$ cat config.mk
export PLATFORM = sky130hd
export DESIGN_NAME = tqe_target
export DESIGN_NICKNAME = d
export VERILOG_FILES = /design/src/shared/tqe_pkg.sv /design/src/design/tqe_pin_sync.sv /design/src/design/tqe_exit_det.sv /design/src/design/tqe_target.sv
export SDC_FILE = /design/constraint.sdc
export NUM_CORES = 1
export LEC_CHECK = 0
export ABC_AREA = 0
export BUFFER_PORTS_ARGS = -buffer_cell sky130_fd_sc_hd__buf_2
export CORE_MARGIN = 5
export CORE_UTILIZATION = 55
export DETAILED_ROUTE_END_ITERATION = 7
export GPL_ROUTABILITY_DRIVEN = 0
export GPL_TIMING_DRIVEN = 0
export PLACE_DENSITY = 0.73
export SETUP_SLACK_MARGIN = 0.2
export SLEW_MARGIN = 10
export SYNTH_ARGS = -nofsm -noshare
export SYNTH_HDL_FRONTEND = slang
export SYNTH_SLANG_ARGS = --single-unit
$ cat constraint.sdc
create_clock -name mclk -period 6.99 [get_ports mclk]
set_input_delay 0.3495 -clock mclk [delete_from_list [all_inputs] [get_ports mclk]]
set_output_delay 0.3495 -clock mclk [all_outputs]
set_load 0.05 [all_outputs]
$ cat src/shared/tqe_pkg.sv
// package: constants, types and helpers shared by the timing query target
package tqe_pkg;

  // register byte offsets
  localparam logic [4:0] OFF_CTRL   = 5'h00;
  localparam logic [4:0] OFF_MODES  = 5'h04;
  localparam logic [4:0] OFF_OSC    = 5'h08;
  localparam logic [4:0] OFF_ID_LO  = 5'h0C;
  localparam logic [4:0] OFF_ID_HI  = 5'h10;
  localparam logic [4:0] OFF_STATUS = 5'h14;
  localparam logic [4:0] OFF_MASK   = 5'h18;
  localparam logic [4:0] OFF_BUSST  = 5'h1C;

  // control register bits
  localparam int CTRL_EN   = 0;
  localparam int CTRL_MON  = 1;
  localparam int CTRL_SLOW = 2;
  localparam int CTRL_W    = 3;

  // register field positions
  localparam int MODE_W        = 5;
  localparam int MODES_EN_LSB  = 8;
  localparam int OSC_INACC_LSB = 8;
  localparam int STATE_OVF_BIT = 7;
  localparam int BUSST_VALID   = 7;
  localparam int BUSST_OVF     = 8;
  localparam int BUSST_ARB     = 9;
  localparam int BUSST_RX_LSB  = 16;

  // event bits of status and mask
  localparam int EV_S0    = 0;
  localparam int EV_S1    = 1;
  localparam int EV_S2    = 2;
  localparam int EV_S3    = 3;
  localparam int EV_S4    = 4;
  localparam int EV_S5    = 5;
  localparam int EV_S6    = 6;
  localparam int EV_QUERY = 7;
  localparam int EV_WRX   = 8;
  localparam int EV_ADDR  = 9;
  localparam int EV_W     = 10;

  // reset values
  localparam logic [CTRL_W-1:0] CTRL_RST  = 3'h3;
  localparam logic [MODE_W-1:0] SUP_RST   = 5'h01;
  localparam logic [MODE_W-1:0] EN_RST    = 5'h00;
  localparam logic [7:0]        FREQ_RST  = 8'h50;
  localparam logic [7:0]        INACC_RST = 8'h0A;
  localparam logic [31:0]       ID_LO_RST = 32'h0000_0001; // arbitrary value
  localparam logic [31:0]       ID_HI_RST = 32'h0000_0000; // arbitrary value

  // serial bus figures
  localparam logic [6:0] ADDR_BCAST  = 7'h7E;
  localparam logic [6:0] HEAD_LAST   = 7'h07;
  localparam logic [6:0] BYTE_END    = 7'h08;
  localparam logic [6:0] ARB_ID_LAST = 7'h3F;
  localparam logic [1:0] QUERY_LAST  = 2'h3;
  localparam logic [1:0] QUERY_STATE = 2'h1;
  localparam logic [2:0] EXIT_FALLS  = 3'h4;
  localparam logic [7:0] FREQ_MIN    = 8'h01;

  // synchronised view of the two bus wires
  typedef struct packed {
    logic scl;
    logic sda;
    logic scl_rise;
    logic scl_fall;
    logic sda_fall;
    logic start;
    logic stop;
  } tqe_line_t;

  // serial engine phases
  typedef enum logic [3:0] {
    P_IDLE, P_HEAD, P_CMD, P_WDATA, P_RDATA,
    P_ARB_ID, P_ARB_ADDR, P_SKIP, P_WAIT_EXIT
  } tqe_phase_t;

  // addresses only a bit error makes
  function automatic logic tqe_restricted(input logic [6:0] a);
    case (a)
      7'h7F, 7'h7C, 7'h7A, 7'h76, 7'h6E, 7'h5E, 7'h3E: tqe_restricted = 1'b1;
      default: tqe_restricted = 1'b0;
    endcase
  endfunction : tqe_restricted

  // nine-bit group with odd parity
  function automatic logic tqe_odd9(input logic [8:0] g);
    tqe_odd9 = ^g;
  endfunction : tqe_odd9

  // byte-lane merge of a write
  function automatic logic [31:0] tqe_merge(input logic [31:0] old, input logic [31:0] wd,
                                            input logic [3:0] be);
    for (int i = 0; i < 4; i++) begin
      tqe_merge[i*8 +: 8] = be[i] ? wd[i*8 +: 8] : old[i*8 +: 8];
    end
  endfunction : tqe_merge

endpackage : tqe_pkg

$ cat src/design/tqe_pin_sync.sv
// module: two-stage synchroniser and edge finder for the bus wires
`timescale 1ns/10ps
`default_nettype none
module tqe_pin_sync (
  // clock and reset
  input  wire logic              mclk,
  input  wire logic              rst,
  // raw pins
  input  wire logic              scl_i,
  input  wire logic              sda_i,
  // synchronised view
  output tqe_pkg::tqe_line_t     line
);

  typedef struct packed {
    logic [1:0] meta;
    logic [1:0] syn;
    logic [1:0] prev;
  } tqe_sync_st_t;

  tqe_sync_st_t s_ff;
  tqe_sync_st_t nxt_s;

  // meta feeds only syn; edges compare syn with prev
  always_comb begin
    nxt_s      = s_ff;
    nxt_s.meta = {scl_i, sda_i};
    nxt_s.syn  = s_ff.meta;
    nxt_s.prev = s_ff.syn;
  end

  always_ff @(posedge mclk or posedge rst) begin
    if (rst) begin
      s_ff <= '{meta: 2'h3, syn: 2'h3, prev: 2'h3};
    end else begin
      s_ff <= nxt_s;
    end
  end

  // start and stop need scl high on both samples
  assign line.scl      = s_ff.syn[1];
  assign line.sda      = s_ff.syn[0];
  assign line.scl_rise = s_ff.syn[1] & ~s_ff.prev[1];
  assign line.scl_fall = ~s_ff.syn[1] & s_ff.prev[1];
  assign line.sda_fall = ~s_ff.syn[0] & s_ff.prev[0];
  assign line.start    = s_ff.syn[1] & s_ff.prev[1] & ~s_ff.syn[0] & s_ff.prev[0];
  assign line.stop     = s_ff.syn[1] & s_ff.prev[1] & s_ff.syn[0] & ~s_ff.prev[0];

endmodule : tqe_pin_sync
`default_nettype wire

$ cat src/design/tqe_exit_det.sv
// module: detector of the fast mode exit pattern on the bus
`timescale 1ns/10ps
`default_nettype none
module tqe_exit_det (
  // clock and reset
  input  wire logic              mclk,
  input  wire logic              rst,
  // synchronised bus
  input  wire tqe_pkg::tqe_line_t line,
  // one-cycle pulse when the pattern is complete
  output logic                   exit_seen
);

  typedef struct packed {
    logic [2:0] falls;
    logic       seen;
  } tqe_exit_st_t;

  tqe_exit_st_t s_ff;
  tqe_exit_st_t nxt_s;

  // ordinary traffic moves sda once per scl low, never four times
  always_comb begin
    nxt_s      = s_ff;
    nxt_s.seen = 1'b0;
    if (line.scl) begin
      nxt_s.falls = '0;
    end else if (line.sda_fall) begin
      if (s_ff.falls + 3'h1 == tqe_pkg::EXIT_FALLS) begin
        nxt_s.seen  = 1'b1;
        nxt_s.falls = '0;
      end else begin
        nxt_s.falls = s_ff.falls + 3'h1;
      end
    end
  end

  always_ff @(posedge mclk or posedge rst) begin
    if (rst) begin
      s_ff <= '0;
    end else begin
      s_ff <= nxt_s;
    end
  end

  assign exit_seen = s_ff.seen;

endmodule : tqe_exit_det
`default_nettype wire

$ cat src/design/tqe_target.sv
// module: serial bus target answering the timing query, with error recovery
// How it works
// - timing query read returns four bytes in order
// - supported byte: sync bit0, async bits 1-4
// - state bits 4-0 show enabled modes
// - state bit 7 flags overflow since last query
// - frequency byte counts half-megahertz steps
// - zero frequency only for slow oscillator
// - inaccuracy byte counts tenth-percent steps
// - all seven error categories detected and recovered
// - restricted address write or broadcast read: await exit
// - command parity error: await exit pattern only
// - write data parity error: await stop/restart
// - bad assigned-address parity: nack, await retry
// - wrong header during arbitration: nack, await stop/restart
// - illegal command format: nack, await stop/restart
// - driven bit mismatch: stop driving, await stop/restart
//
// Local design decisions: register access over Avalon-MM and the placing of the registers.
`timescale 1ns/10ps
`default_nettype none
module tqe_target #(
  parameter logic [7:0] CODE_QUERY      = 8'h99,
  parameter logic [7:0] CODE_ARB        = 8'h07,
  parameter logic [7:0] CODE_FAST       = 8'h20,
  parameter logic [7:0] CODE_DIRECT_MIN = 8'h80
) (
  // clock and reset
  input  wire logic        mclk,
  input  wire logic        rst,
  // serial bus, open drain data
  input  wire logic        scl_i,
  input  wire logic        sda_i,
  output logic             sda_o,
  output logic             sda_oe,
  // timing counter overflow, mclk domain pulse
  input  wire logic        ovf_evt,
  // avalon-mm slave
  input  wire logic [4:0]  avs_address,
  input  wire logic        avs_read,
  input  wire logic        avs_write,
  input  wire logic [31:0] avs_writedata,
  input  wire logic [3:0]  avs_byteenable,
  output logic [31:0]      avs_readdata,
  output logic             avs_waitrequest,
  // interrupt
  output logic             irq
);

  typedef struct packed {
    tqe_pkg::tqe_phase_t               phase;
    tqe_pkg::tqe_phase_t               after;
    logic [6:0]                        cnt;
    logic [63:0]                       sh;
    logic                              ack;
    logic [1:0]                        qidx;
    logic                              ovf;
    logic                              sent_ovf;
    logic                              in_cmd;
    logic [7:0]                        cmd_code;
    logic                              arb;
    logic [6:0]                        dyn_addr;
    logic                              dyn_valid;
    logic [7:0]                        rx_byte;
    logic                              sda_oe;
    logic                              sda_o;
    logic [tqe_pkg::CTRL_W-1:0]        ctrl;
    logic [tqe_pkg::MODE_W-1:0]        sup;
    logic [tqe_pkg::MODE_W-1:0]        en;
    logic [7:0]                        freq;
    logic [7:0]                        inacc;
    logic [31:0]                       id_lo;
    logic [31:0]                       id_hi;
    logic [tqe_pkg::EV_W-1:0]          status;
    logic [tqe_pkg::EV_W-1:0]          mask;
    logic                              irq;
    logic                              wait_req;
    logic [31:0]                       rdata;
  } tqe_tgt_st_t;

  tqe_tgt_st_t        s_ff;
  tqe_tgt_st_t        nxt_s;
  tqe_pkg::tqe_line_t line;
  logic               exit_seen;
  localparam logic [1:0] QUERY_STATE_L = tqe_pkg::QUERY_STATE;

  // pins pass two flops first
  tqe_pin_sync u_sync (
    .mclk  (mclk),
    .rst   (rst),
    .scl_i (scl_i),
    .sda_i (sda_i),
    .line  (line)
  );

  // left armed alone after address or code errors
  tqe_exit_det u_exit (
    .mclk      (mclk),
    .rst       (rst),
    .line      (line),
    .exit_seen (exit_seen)
  );

  // one of the four query bytes
  function automatic logic [7:0] qbyte(input logic [1:0] i, input tqe_tgt_st_t s);
    logic [7:0] b;
    b = '0;
    case (i)
      2'h0: b[tqe_pkg::MODE_W-1:0] = s.sup;
      2'h1: begin
        b[tqe_pkg::MODE_W-1:0]       = s.sup & s.en;
        b[tqe_pkg::STATE_OVF_BIT]    = s.ovf;
      end
      2'h2: begin
        // zero only for the slow oscillator
        if (s.ctrl[tqe_pkg::CTRL_SLOW]) b = '0;
        else if (s.freq == '0) b = tqe_pkg::FREQ_MIN;
        else b = s.freq;
      end
      default: b = s.inacc;
    endcase
    return b;
  endfunction : qbyte

  // register word as software sees it
  function automatic logic [31:0] rd_word(input logic [4:0] a, input tqe_tgt_st_t s);
    logic [31:0] w;
    w = '0;
    case (a)
      tqe_pkg::OFF_CTRL:   w[tqe_pkg::CTRL_W-1:0] = s.ctrl;
      tqe_pkg::OFF_MODES: begin
        w[tqe_pkg::MODE_W-1:0] = s.sup;
        w[tqe_pkg::MODES_EN_LSB +: tqe_pkg::MODE_W] = s.en;
      end
      tqe_pkg::OFF_OSC: begin
        w[7:0] = s.freq;
        w[tqe_pkg::OSC_INACC_LSB +: 8] = s.inacc;
      end
      tqe_pkg::OFF_ID_LO:  w = s.id_lo;
      tqe_pkg::OFF_ID_HI:  w = s.id_hi;
      tqe_pkg::OFF_STATUS: w[tqe_pkg::EV_W-1:0] = s.status;
      tqe_pkg::OFF_MASK:   w[tqe_pkg::EV_W-1:0] = s.mask;
      tqe_pkg::OFF_BUSST: begin
        w[6:0] = s.dyn_addr;
        w[tqe_pkg::BUSST_VALID] = s.dyn_valid;
        w[tqe_pkg::BUSST_OVF]   = s.ovf;
        w[tqe_pkg::BUSST_ARB]   = s.arb;
        w[tqe_pkg::BUSST_RX_LSB +: 8] = s.rx_byte;
      end
      default: w = '0;
    endcase
    return w;
  endfunction : rd_word

  // engine, register slave and interrupt
  always_comb begin
    logic [tqe_pkg::EV_W-1:0] evt;
    logic [7:0]               hb;
    logic                     ovf_clr;
    logic [31:0]              wv;
    logic [tqe_pkg::EV_W-1:0] rd_clr;
    evt     = '0;
    hb      = {s_ff.sh[6:0], line.sda};
    ovf_clr = 1'b0;
    wv      = tqe_pkg::tqe_merge(rd_word(avs_address, s_ff), avs_writedata, avs_byteenable);
    rd_clr  = '0;
    nxt_s   = s_ff;

    // engine: wait-for-exit outranks start and stop
    if (!s_ff.ctrl[tqe_pkg::CTRL_EN]) begin
      nxt_s.phase  = tqe_pkg::P_IDLE;
      nxt_s.sda_oe = 1'b0;
      nxt_s.in_cmd = 1'b0;
      nxt_s.arb    = 1'b0;
    end else if (s_ff.phase == tqe_pkg::P_WAIT_EXIT) begin
      if (exit_seen) begin
        nxt_s.phase  = tqe_pkg::P_IDLE;
        nxt_s.in_cmd = 1'b0;
        nxt_s.arb    = 1'b0;
      end
    end else if (line.stop) begin
      nxt_s.phase  = tqe_pkg::P_IDLE;
      nxt_s.sda_oe = 1'b0;
      nxt_s.in_cmd = 1'b0;
      nxt_s.arb    = 1'b0;
    end else if (line.start) begin
      // a restart also ends the skip state, but not the wait for exit
      nxt_s.phase  = tqe_pkg::P_HEAD;
      nxt_s.cnt    = '0;
      nxt_s.ack    = 1'b0;
      nxt_s.sda_oe = 1'b0;
    end else if (line.scl_fall) begin
      // sda only changes while scl is low
      case (s_ff.phase)
        tqe_pkg::P_HEAD, tqe_pkg::P_ARB_ADDR:
          nxt_s.sda_oe = (s_ff.cnt == tqe_pkg::BYTE_END) && s_ff.ack;
        tqe_pkg::P_RDATA:
          nxt_s.sda_oe = (s_ff.cnt == tqe_pkg::BYTE_END) ?
                         (s_ff.qidx == tqe_pkg::QUERY_LAST) : !s_ff.sh[63];
        tqe_pkg::P_ARB_ID:
          nxt_s.sda_oe = !s_ff.sh[63];
        default:
          nxt_s.sda_oe = 1'b0;
      endcase
    end else if (line.scl_rise) begin
      nxt_s.cnt = s_ff.cnt + 7'h01;
      nxt_s.sh  = {s_ff.sh[62:0], line.sda};
      case (s_ff.phase)
        tqe_pkg::P_HEAD, tqe_pkg::P_ARB_ADDR: begin
          if (s_ff.cnt == tqe_pkg::BYTE_END) begin
            // ack bit done: enter chosen phase
            nxt_s.phase = s_ff.after;
            nxt_s.cnt   = '0;
            nxt_s.ack   = 1'b0;
            if (s_ff.after == tqe_pkg::P_RDATA) begin
              nxt_s.sh = {qbyte(2'h0, s_ff), 56'h0};
            end else if (s_ff.after == tqe_pkg::P_ARB_ID) begin
              nxt_s.sh = {s_ff.id_hi, s_ff.id_lo};
            end
          end else if (s_ff.cnt == tqe_pkg::HEAD_LAST &&
                       s_ff.phase == tqe_pkg::P_ARB_ADDR) begin
            if (tqe_pkg::tqe_odd9({1'b0, hb})) begin
              nxt_s.ack       = 1'b1;
              nxt_s.after     = tqe_pkg::P_SKIP;
              nxt_s.dyn_addr  = hb[7:1];
              nxt_s.dyn_valid = 1'b1;
              evt[tqe_pkg::EV_ADDR] = 1'b1;
            end else begin
              // no drive is the nack; a restart and broadcast read retries
              nxt_s.phase = tqe_pkg::P_SKIP;
              evt[tqe_pkg::EV_S3] = 1'b1;
            end
          end else if (s_ff.cnt == tqe_pkg::HEAD_LAST) begin
            nxt_s.phase = tqe_pkg::P_SKIP;
            if (s_ff.arb) begin
              if (hb[7:1] == tqe_pkg::ADDR_BCAST && hb[0]) begin
                if (!s_ff.dyn_valid) begin
                  nxt_s.phase = tqe_pkg::P_HEAD;
                  nxt_s.ack   = 1'b1;
                  nxt_s.after = tqe_pkg::P_ARB_ID;
                end
              end else begin
                evt[tqe_pkg::EV_S4] = 1'b1;
              end
            end else if ((tqe_pkg::tqe_restricted(hb[7:1]) && !hb[0]) ||
                         (hb[7:1] == tqe_pkg::ADDR_BCAST && hb[0])) begin
              nxt_s.phase = tqe_pkg::P_WAIT_EXIT;
              evt[tqe_pkg::EV_S0] = 1'b1;
            end else if (hb[7:1] == tqe_pkg::ADDR_BCAST) begin
              nxt_s.phase = tqe_pkg::P_HEAD;
              nxt_s.ack   = 1'b1;
              nxt_s.after = tqe_pkg::P_CMD;
            end else if (s_ff.dyn_valid && hb[7:1] == s_ff.dyn_addr) begin
              if (s_ff.in_cmd && s_ff.cmd_code == CODE_QUERY) begin
                if (hb[0]) begin
                  nxt_s.phase = tqe_pkg::P_HEAD;
                  nxt_s.ack   = 1'b1;
                  nxt_s.after = tqe_pkg::P_RDATA;
                  nxt_s.qidx  = '0;
                end else begin
                  evt[tqe_pkg::EV_S5] = 1'b1;
                end
              end else if (!s_ff.in_cmd && !hb[0]) begin
                nxt_s.phase = tqe_pkg::P_HEAD;
                nxt_s.ack   = 1'b1;
                nxt_s.after = tqe_pkg::P_WDATA;
              end
            end
          end
        end
        tqe_pkg::P_CMD: begin
          if (s_ff.cnt == tqe_pkg::BYTE_END) begin
            nxt_s.cnt   = '0;
            nxt_s.phase = tqe_pkg::P_SKIP;
            if (!tqe_pkg::tqe_odd9({s_ff.sh[7:0], line.sda})) begin
              // a corrupted code could have been a fast mode entry
              nxt_s.phase = tqe_pkg::P_WAIT_EXIT;
              evt[tqe_pkg::EV_S1] = 1'b1;
            end else if (s_ff.sh[7:0] == CODE_ARB) begin
              nxt_s.arb = 1'b1;
            end else if (s_ff.sh[7:3] == CODE_FAST[7:3]) begin
              nxt_s.phase = tqe_pkg::P_WAIT_EXIT;
            end else if (s_ff.sh[7:0] >= CODE_DIRECT_MIN) begin
              nxt_s.in_cmd   = 1'b1;
              nxt_s.cmd_code = s_ff.sh[7:0];
            end
          end
        end
        tqe_pkg::P_WDATA: begin
          if (s_ff.cnt == tqe_pkg::BYTE_END) begin
            nxt_s.cnt = '0;
            if (!tqe_pkg::tqe_odd9({s_ff.sh[7:0], line.sda})) begin
              nxt_s.phase = tqe_pkg::P_SKIP;
              evt[tqe_pkg::EV_S2] = 1'b1;
            end else begin
              nxt_s.rx_byte = s_ff.sh[7:0];
              evt[tqe_pkg::EV_WRX] = 1'b1;
            end
          end
        end
        tqe_pkg::P_RDATA: begin
          // the controller may pull the transition bit: not watched
          if (s_ff.ctrl[tqe_pkg::CTRL_MON] && s_ff.cnt != tqe_pkg::BYTE_END &&
              line.sda != !s_ff.sda_oe) begin
            nxt_s.phase  = tqe_pkg::P_SKIP;
            nxt_s.sda_oe = 1'b0;
            evt[tqe_pkg::EV_S6] = 1'b1;
          end else if (s_ff.cnt == tqe_pkg::BYTE_END) begin
            nxt_s.cnt = '0;
            if (s_ff.qidx == QUERY_STATE_L) begin
              ovf_clr = s_ff.sent_ovf;
            end
            if (s_ff.qidx == tqe_pkg::QUERY_LAST) begin
              nxt_s.phase = tqe_pkg::P_SKIP;
              evt[tqe_pkg::EV_QUERY] = 1'b1;
            end else begin
              nxt_s.qidx = s_ff.qidx + 2'h1;
              nxt_s.sh   = {qbyte(s_ff.qidx + 2'h1, s_ff), 56'h0};
              if (s_ff.qidx + 2'h1 == QUERY_STATE_L) begin
                nxt_s.sent_ovf = s_ff.ovf;
              end
            end
          end
        end
        tqe_pkg::P_ARB_ID: begin
          // arbitration bits are exempt from monitoring; a loss just waits
          if (!s_ff.sda_oe && !line.sda) begin
            nxt_s.phase = tqe_pkg::P_SKIP;
          end else if (s_ff.cnt == tqe_pkg::ARB_ID_LAST) begin
            nxt_s.phase = tqe_pkg::P_ARB_ADDR;
            nxt_s.cnt   = '0;
          end
        end
        default: nxt_s.cnt = '0;
      endcase
    end

    // a new overflow wins over the clear
    nxt_s.ovf = (s_ff.ovf & ~ovf_clr) | ovf_evt;

    // avalon slave: one wait cycle, answer on the following edge
    nxt_s.wait_req = 1'b1;
    if ((avs_read || avs_write) && s_ff.wait_req) begin
      nxt_s.wait_req = 1'b0;
      if (avs_read) nxt_s.rdata = rd_word(avs_address, s_ff);
    end
    if (avs_write && !s_ff.wait_req) begin
      case (avs_address)
        tqe_pkg::OFF_CTRL:  nxt_s.ctrl  = wv[tqe_pkg::CTRL_W-1:0];
        tqe_pkg::OFF_MODES: begin
          nxt_s.sup = wv[tqe_pkg::MODE_W-1:0];
          nxt_s.en  = wv[tqe_pkg::MODES_EN_LSB +: tqe_pkg::MODE_W];
        end
        tqe_pkg::OFF_OSC: begin
          nxt_s.freq  = wv[7:0];
          nxt_s.inacc = wv[tqe_pkg::OSC_INACC_LSB +: 8];
        end
        tqe_pkg::OFF_ID_LO: nxt_s.id_lo = wv;
        tqe_pkg::OFF_ID_HI: nxt_s.id_hi = wv;
        tqe_pkg::OFF_MASK:  nxt_s.mask  = wv[tqe_pkg::EV_W-1:0];
        default: nxt_s.id_lo = s_ff.id_lo;
      endcase
    end
    // clear only bits handed out; later events survive
    if (avs_read && !s_ff.wait_req && avs_address == tqe_pkg::OFF_STATUS) begin
      rd_clr = s_ff.rdata[tqe_pkg::EV_W-1:0];
    end
    nxt_s.status = (s_ff.status & ~rd_clr) | evt;
    nxt_s.irq    = |(nxt_s.status & nxt_s.mask);
  end

  // all state in one register
  always_ff @(posedge mclk or posedge rst) begin
    if (rst) begin
      s_ff          <= '0;
      s_ff.phase    <= tqe_pkg::P_IDLE;
      s_ff.after    <= tqe_pkg::P_IDLE;
      s_ff.ctrl     <= tqe_pkg::CTRL_RST;
      s_ff.sup      <= tqe_pkg::SUP_RST;
      s_ff.en       <= tqe_pkg::EN_RST;
      s_ff.freq     <= tqe_pkg::FREQ_RST;
      s_ff.inacc    <= tqe_pkg::INACC_RST;
      s_ff.id_lo    <= tqe_pkg::ID_LO_RST;
      s_ff.id_hi    <= tqe_pkg::ID_HI_RST;
      s_ff.wait_req <= 1'b1;
    end else begin
      s_ff <= nxt_s;
    end
  end

  // outputs from the state register
  assign sda_o           = s_ff.sda_o;
  assign sda_oe          = s_ff.sda_oe;
  assign avs_readdata    = s_ff.rdata;
  assign avs_waitrequest = s_ff.wait_req;
  assign irq             = s_ff.irq;

endmodule : tqe_target
`default_nettype wire

=== Word-level counts from Yosys, hierarchy flattened ===
Cells that the tools add are included.
W data, S select, Z words.

* Output and inout port bits: 36
* Latch bits: 0
* Memories kept: 0
* Word-level logic and storage cells: 425
* Bits in writable memories: 0
* Input bits: 48
* ROM bits: 0
* Register bits after elaboration: 268

* Bitwise gates (word level): 29
* Add/sub/neg operators: 3
* Reduce and logical (&&, ||, !) cells: 58
* Equal/unequal tests: 89
* Muxes and demuxes: 213
* Div/mod/pow operators: 0
* Shift-type cells: 0
* Multiply operators: 0
* Order comparisons: 1

{| class="wikitable"
|+ Operators by type and width
! kind !! number
|-
| $mux W71 || 3
|-
| $mux W64 || 3
|-
| $mux W8 || 21
|-
| $mux W82 || 2
|-
| $pmux W64 S2 || 1
|-
| $mux W10 || 12
|-
| $mux W4 || 24
|-
| $mux W1 || 82
|-
| $mux W3 || 21
|-
| $mux W7 || 8
|-
| $mux W26 || 2
|-
| $eq A7 B7 Y1 const B || 7
|-
| $mux W33 || 1
|-
| $mux W32 || 1
|-
| $ne A8 B8 Y1 const B || 4
|-
| $pmux W2 S7 || 2
|-
| $pmux W7 S4 || 1
|-
| $mux W27 || 1
|-
| $mux W9 || 3
|-
| $ne A5 B1 Y1 const B || 5
|-
| $ne A4 B1 Y1 const B || 6
|-
| $pmux W3 S8 || 1
|-
| $pmux W8 S3 || 1
|-
| $reduce_and A12 Y1 || 2
|-
| 80 further kinds || 179
|}

=== Depth between registers and ports, before layout ===
Gate-level depths: netlist of run 1.

* Depth in word-level cells: 41
* Mapped depth: 11
* Gate-level depth less buffers: 9

=== Cells and area by module ===
Synthesis of run 1 repeated with hierarchy kept, for this count alone.

* Cells, all modules: 1413
* Area, all modules: 13735.7 sq um

{| class="wikitable"
|+ Modules (own cells, without submodules)
! module !! cells each !! area an instance (sq um) !! sequential area each (sq um) !! times used
|-
| tqe_target || 1381 || 13310.3 || 6442.4 || 1
|-
| tqe_pin_sync || 14 || 215.2 || 157.7 || 1
|-
| tqe_exit_det || 18 || 210.2 || 100.1 || 1
|}

=== Worst setup path after synthesis of run 1 ===
OpenSTA, ideal clock, no wires.

* Path type: reg-to-reg
* Start: reg s_ff[184] (netlist name)
* End: reg s_ff (netlist bit irq)
* Slack: 3.971 ns
* Stages on the path, launching flop included: 12
* Arrival time: 2.881 ns
* Data required time: 6.851 ns
* Path buffers: 2
* Setup time: 0.139 ns
* Clock period less this slack: 3.019 ns
* Cells stage by stage: dfrtp_1 > clkbuf_1 > inv_1 > ha_1 > xnor2_1 > xnor3_1 > xnor2_2 > nand2b_1 > clkbuf_1 > a221o_1 > nand4b_1 > or4b_1

{| class="wikitable"
|+ RTL lines
! what !! line !! source
|-
| start: declaration || tqe_target.sv:81 || <nowiki>tqe_tgt_st_t s_ff;</nowiki>
|-
| start signal: assignment || tqe_target.sv:387 || <nowiki>s_ff <= nxt_s;</nowiki>
|}

==> flow_summary.yaml, run 1 <==
logic_synthesis:
  synth_async_sr_flop_share_pct: 100
  synth_top_family_by_area: "compound AO/OA/AOI/OAI gates"
  yosysUniqueCellTypes: 83
  yosys-top-cells-area: "dfrtp_1 46%, nand2_1 5.3%, nor2_1 5.0%"
  postSynthAreaPerCell_um2: 9.47
  ys_seq_elements: 267
  synth_top_area_share_pct: 46.0
  yosys.area_share.adder_pct: 1.28
  synth-xor-area-share_pct: 1.37
  synthMuxAreaShare_pct: 5.56
  synth_enable_flop_cells: 0
  synth_compound_gate_area_share_pct: 19.1
  ys.flop_type: "dfrtp_1"
  syn-instance-count: 1448
  ys_warn_count: 0
  synth_seq_area_share_pct: 48.9
  synthSimpleGateAreaFrac_pct: 18.5
  netlist_area_um2: 13700
  yosysTopAreaCell: "dfrtp_1"
  synthesis.nets: 1510
clocking:
  clk_pin_slew_ns: 0.06
  clockBufferDepth: 3
  cts_setup_buffers: 0
  clock-sinks: 267
  root_buffer: "clkbuf_16"
  cts_tree: "built"
  htree_num_levels: 1
  insertion_delay_ns: 0.57
  cts_buffers: 29
worst_setup_path:
  critPathTopFamily: "buffers and inverters"
  slowest_stage: "xnor3_1"
  reg2reg_slack_ns: 2.88
  path_buf_inv: 3
  worstSetupPathType: "reg2reg"
  worstPathArrival_ns: 4.54
  end_kind: "register"
  start_kind: "register"
  cp_common_cell: "clkbuf_1"
  critPathRequiredTime_ns: 7.42
  max_stage_delay_ns: 0.51
  cp_max_fo: 9
  critical_path.cell_chain: "clkbuf_1 > inv_1 > ha_1 > xnor2_1 > xnor3_1 > xnor2_2 > nand2b_1 > clkbuf_1 > a221o_1 > nand4b_1 > or4b_1"
power:
  p_leak_nw: 7.05
  ir_worst_vdd_mv: 0.208
  total_power_mw: 4.70
  p_per_area_nw_per_um2: 298
global_routing:
  grt_pass1_wl_um: 66400
  antenna_found_initial: 0
  grt_pass1_vias: 11700
  grt_max_degree: 40
  grt_usage_pct: 29.4
  grt_overflow: 0
die:
  die-area_um2: 28200
  start_util_pct: 56.1
  io_pins: 84
  coreArea_um2: 24500
  die_w_um: 168
  rows: 57
  die_y_um: 168
sta:
  setup_violations: 0
  tightest_slew_ns: 1.17
  hold_violations: 0
  period_share_pct: 58.9
  rsz0062_at_grt: "false"
  timing.final.crit_period_ns: 4.11
  clock.fmax_mhz: 243
  slew_violations: 0
  tns_ns: 0
  slew_headroom_pct: 21.5
  clock-skew-final_ns: 0.0101
run:
  drv_cap: 0
detailed_routing:
  totalWireLength_um: 42300
  viasPerCell: 6.41
  ant_nets: 0
  drt_iter0_drc: 1625
  via_count: 12300
  wl_per_cell_um: 22.0
  dr.pass1.iters: 8
  drt_drc_violations_left: 0
place:
  hpwl_um: 31100
  io_buffers: 81
layout:
  nets: 1636
  insertedDiodeCount: 0
  drive_gt1_share_pct: 17.8
  area_growth_pct: 15.2
worst_hold_path:
  hold_class: "in2reg"
outcome:
  status: "finished clean"
## cells in the final DEF, fill, tap and decap left out, types with 17 or more instances in the layout
cell type / n
a22oi_1: 42
buf_4: 35
a21oi_1: 52
nor2_1: 183
nand3_1: 26
buf_2: 91
o21ai_0: 114
clkbuf_16: 29
inv_1: 28
a221oi_1: 67
nand2_1: 193
a22o_1: 17
dfrtp_1: 252
clkbuf_1: 71
nor3_1: 19
mux2_2: 58
## what timing repair did
| item | in CTS | in global routing |
|---|---|---|
| hold endpoints to repair | 15 | 0 |
| gates resized for setup | 0 | 0 |
| endpoints found under the setup margin | 0 | 0 |
| hold buffers | 6 | 0 |
## cells in the mapped netlist (all sizes together), types with 7 or more instances
cell	instances
nor3	20
buf	54
nand2b	14
and3	15
dfrtp	252
nand3b	7
nand2	193
nor2b	11
inv	29
and2	8
mux2	58
nand4	8
a31oi	14
a21oi	52
clkbuf	70
nor2	184
a21o	9
ha	14
o21ai	116
nand3	28
a22oi	42
a221oi	67
a22o	17
mux2i	11
dfstp	15
xnor2	15
## flip-flops by register name, indices dropped and copies added, names as in the netlist
register,flops
s_ff,222
sda_oe,1
irq,1
u_sync.line,2
u_sync.s_ff,2
u_exit.exit_seen,1
u_sync.nxt_s,2
avs_readdata,32
u_exit.s_ff,3
avs_waitrequest,1
## area by class of cell
cell class | count | area (um2)
plain buffers | 124 | 617
clock buffers | 32 | 757
clock inverters | 22 | 284
fillers | 1994 | 8660
inverters | 29 | 113
multi-input cells | 1028 | 6290
flip-flops and latches | 267 | 6700
well taps | 324 | 405
repair buffers | 95 | 633
## logic make-up after synthesis
kind of cell,count (synthesis)
mux,69
xor+xnor,19
buf+inv,153
fa+ha+maj,14
simple gates,541
other cells,1
compound gates,384
flops,267
## layer usage
metal  part of all wire (%)  up-vias  track usage, %
li1                       -     5467               -
met1                     41     6003            42.0
met2                     45      698            45.4
met3                    9.8      144            5.32
met4                    4.1        0            10.5
met5                      0        -               0
## worst reg2reg max path, stage by stage (launching register included)
cell and delay, ns:
dfrtp_1 0.32, clkbuf_1 0.39, inv_1 0.28, ha_1 0.36
xnor2_1 0.18, xnor3_1 0.51, xnor2_2 0.37, nand2b_1 0.16
clkbuf_1 0.50, a221o_1 0.31, nand4b_1 0.10, or4b_1 0.50
## per-stage QoR
step / utilization [%] / setup slack (ns) / hold WS (ns) / cells / instance area [um2]
2_1_floorplan: - / 3.13 / 0.345 / 1448 / 13700
3_3_place_gp: 59.4 / 1.53 / 0.347 / 1853 / 14500
3_5_place_dp: 60.1 / 3.01 / 0.341 / 1861 / 14700
4_1_cts: 64.6 / 2.98 / 0.0139 / 1921 / 15800
5_1_grt: 64.6 / 2.74 / 0.0228 / 1921 / 15800
6_report: 64.6 / 2.88 / 0.0269 / 1921 / 15800
## final timing paths
path	start	to	cells after the start
max	s_ff[184]	irq	11
min	avs_writedata[20]	s_ff[74]	2
max reg2reg	s_ff[184]	irq	11
min reg2reg	u_sync.nxt_s[3]	u_sync.line[6]	0
max in group asynchronous	rst	s_ff[145]	7
min in group asynchronous	rst	s_ff[108]	3
## power by group
group	total (mW)	switching (mW)	internal, mW
sequential	2.01	0.202	1.81
clock	1.66	0.686	0.978
combinational	1.03	0.630	0.400
No activity file was read; power rests on OpenSTA's default activity.
==> run 2: changes to the inputs <==
Clock period 6.99 ns to 3.64 ns, I/O delays scaled along.
==> run 2 against run 1 <==
  * Combinational power up 120%
  * Non-clock buffer count up 28
  * Core utilization up 1.2 points
  * Clock skew down 0.00054 ns
  * Sequential share of layout area down 0.80 points
  * Register-to-register slack worse by 2.5 ns
  * First-iteration DRC count up 1.9%
  * Final area up 1.9%
  * Critical path depth unchanged
==> flow_summary.yaml, run 2 (synthesis results as in run 1) <==
outcome:
  status: "finished clean"
layout:
  drive_gt1_share_pct: 18.4
  final_common_cell: "dfrtp_1"
  area_growth_pct: 17.4
  layout_common_cells: "252 x dfrtp_1, 193 x nand2_1, 182 x nor2_1, 114 x o21ai_0, 91 x buf_2"
  final_cells: 1949
  regMostFlops: "s_ff"
  nets: 1664
  post-route-util_pct: 65.8
  fillers: 1949
  insertedDiodeCount: 0
  largest_reg_flops: 222
sta:
  rsz0062_at_grt: "false"
  clock.fmax_mhz: 302
  clock-skew-final_ns: 0.00958
  period_share_pct: 90.8
  tightest_slew_ns: 1.14
  setup_violations: 0
  worst_slack_ns: 0.333
  timing.hold.ws_ns: 0.0148
  hold_violations: 0
  timing.final.crit_period_ns: 3.31
  slew_violations: 0
  slew_headroom_pct: 23.7
detailed_routing:
  dr.pass1.iters: 8
  viasPerCell: 6.37
  ant_nets: 0
  wl_per_cell_um: 22.0
  via_count: 12400
  totalWireLength_um: 42800
  drt_drc_violations_left: 0
  drt_iter0_drc: 1656
die:
  die_w_um: 168
  coreArea_um2: 24500
  io_pins: 84
  rows: 57
  die_y_um: 168
  start_util_pct: 56.1
  die-area_um2: 28200
worst_setup_path:
  critPathRequiredTime_ns: 4.07
  worstPathArrival_ns: 3.74
  critPathTopFamily: "XOR/XNOR gates"
  worstSetupPathType: "reg2reg"
  reg2reg_slack_ns: 0.33
  regToRegStartpoint: "s_ff[184]"
  r2r_end: "irq"
  path_buf_inv: 3
  end_kind: "register"
  critical_path.cell_chain: "clkbuf_2 > clkinvlp_4 > ha_1 > xnor2_1 > xnor3_2 > xnor2_4 > nand2b_1 > clkbuf_2 > a221o_1 > nand4b_1 > or4b_1"
  r2r_cells: 11
  max_stage_delay_ns: 0.50
  slowest_stage: "or4b_1"
  start_kind: "register"
  cp_max_fo: 9
  cp_common_cell: "clkbuf_2"
worst_hold_path:
  hold_path_depth: 3
  worstHoldStart: "avs_writedata[15]"
  hold_class: "in2reg"
  min_to: "s_ff[125]"
place:
  pre_cts_ws_ns: -0.336
  place_inst: 1861
  io_buffers: 81
  hpwl_um: 31100
global_routing:
  grt_usage_pct: 29.6
  grt_pass1_wl_um: 66800
  grt_pass1_vias: 11800
  grt_overflow: 0
  grt_max_degree: 40
  antenna_found_initial: 0
power:
  p_per_area_nw_per_um2: 579
  total_power_mw: 9.33
  p_leak_nw: 7.18
  ir_worst_vdd_mv: 0.401
clocking:
  clock-sinks: 267
  cts_buffers: 29
  root_buffer: "clkbuf_16"
  clk_pin_slew_ns: 0.06
  clockBufferDepth: 3
  insertion_delay_ns: 0.57
  cts_tree: "built"
  htree_num_levels: 1
run:
  drv_cap: 0
## run 2: cell count changes in the layout (fill, tap and decap cells not counted), sizes merged
cell / previous run / this run
dlygate4sd3: 6 / 28
buf: 143 / 149
clkinvlp: 7 / 8
inv: 30 / 29
## run 2: final cells by class
class | instances | area, um2 | share of cell area (%)
buffer | 124 | 621 | 3.85
clock buffer | 32 | 757 | 4.70
clock inverter | 22 | 284 | 1.76
inverter | 29 | 116 | 0.723
multi-input combinational | 1028 | 6320 | 39.3
sequential | 267 | 6700 | 41.6
tap | 324 | 405 | 2.52
timing repair buffer | 123 | 898 | 5.58
## run 2: what timing repair did
item,in CTS,in global routing
hold endpoints to repair,125,0
setup endpoints to repair,17,5
pin swaps,0,1
gates resized for setup,7,4
hold buffers,28,0
setup buffers,0,6
## run 2: report_power, final
part / internal [mW] / switching [mW] / leakage [nW]
sequential: 3.47 / 0.389 / 3.48
combinational: 0.968 / 1.30 / 3.20
clock: 1.88 / 1.32 / 0.495
## run 2: worst max path at each step
stage / cells past startpoint / slack (ns) / start / end
6_report: 11 / 0.33 / s_ff[184] / irq
5_1_grt: 11 / 0.24 / s_ff[184] / irq
4_1_cts: 11 / 0.20 / s_ff[184] / irq
3_5_place_dp: 11 / -0.34 / s_ff[184] / irq
3_3_place_gp: 2 / -1.65 / rst / avs_readdata[7]
2_1_floorplan: 1 / -0.06 / rst / avs_readdata[0]
## run 2: metrics by stage
stage | area (um2) | setup TNS (ns)
finish | 16100 | 0
global route | 16100 | 0
CTS | 16000 | 0
detailed placement | 14700 | -0.882
global placement | 14500 | -414.31
floorplan | 13700 | -13.92
## run 2: routing by layer
metal	vias up	global-route usage, %	wire [um]
met5	-	0	0
met1	6028	42.4	17500
met2	736	45.9	19200
li1	5513	-	-
met4	0	10.3	1700
met3	136	5.13	4410
## run 2: worst register-to-register path, cell delays in order, from the launching register on
cell and delay (ns):
dfrtp_1 0.32, clkbuf_2 0.26, clkinvlp_4 0.20, ha_1 0.32, xnor2_1 0.17, xnor3_2 0.35
xnor2_4 0.26, nand2b_1 0.15, clkbuf_2 0.28, a221o_1 0.26, nand4b_1 0.10, or4b_1 0.50
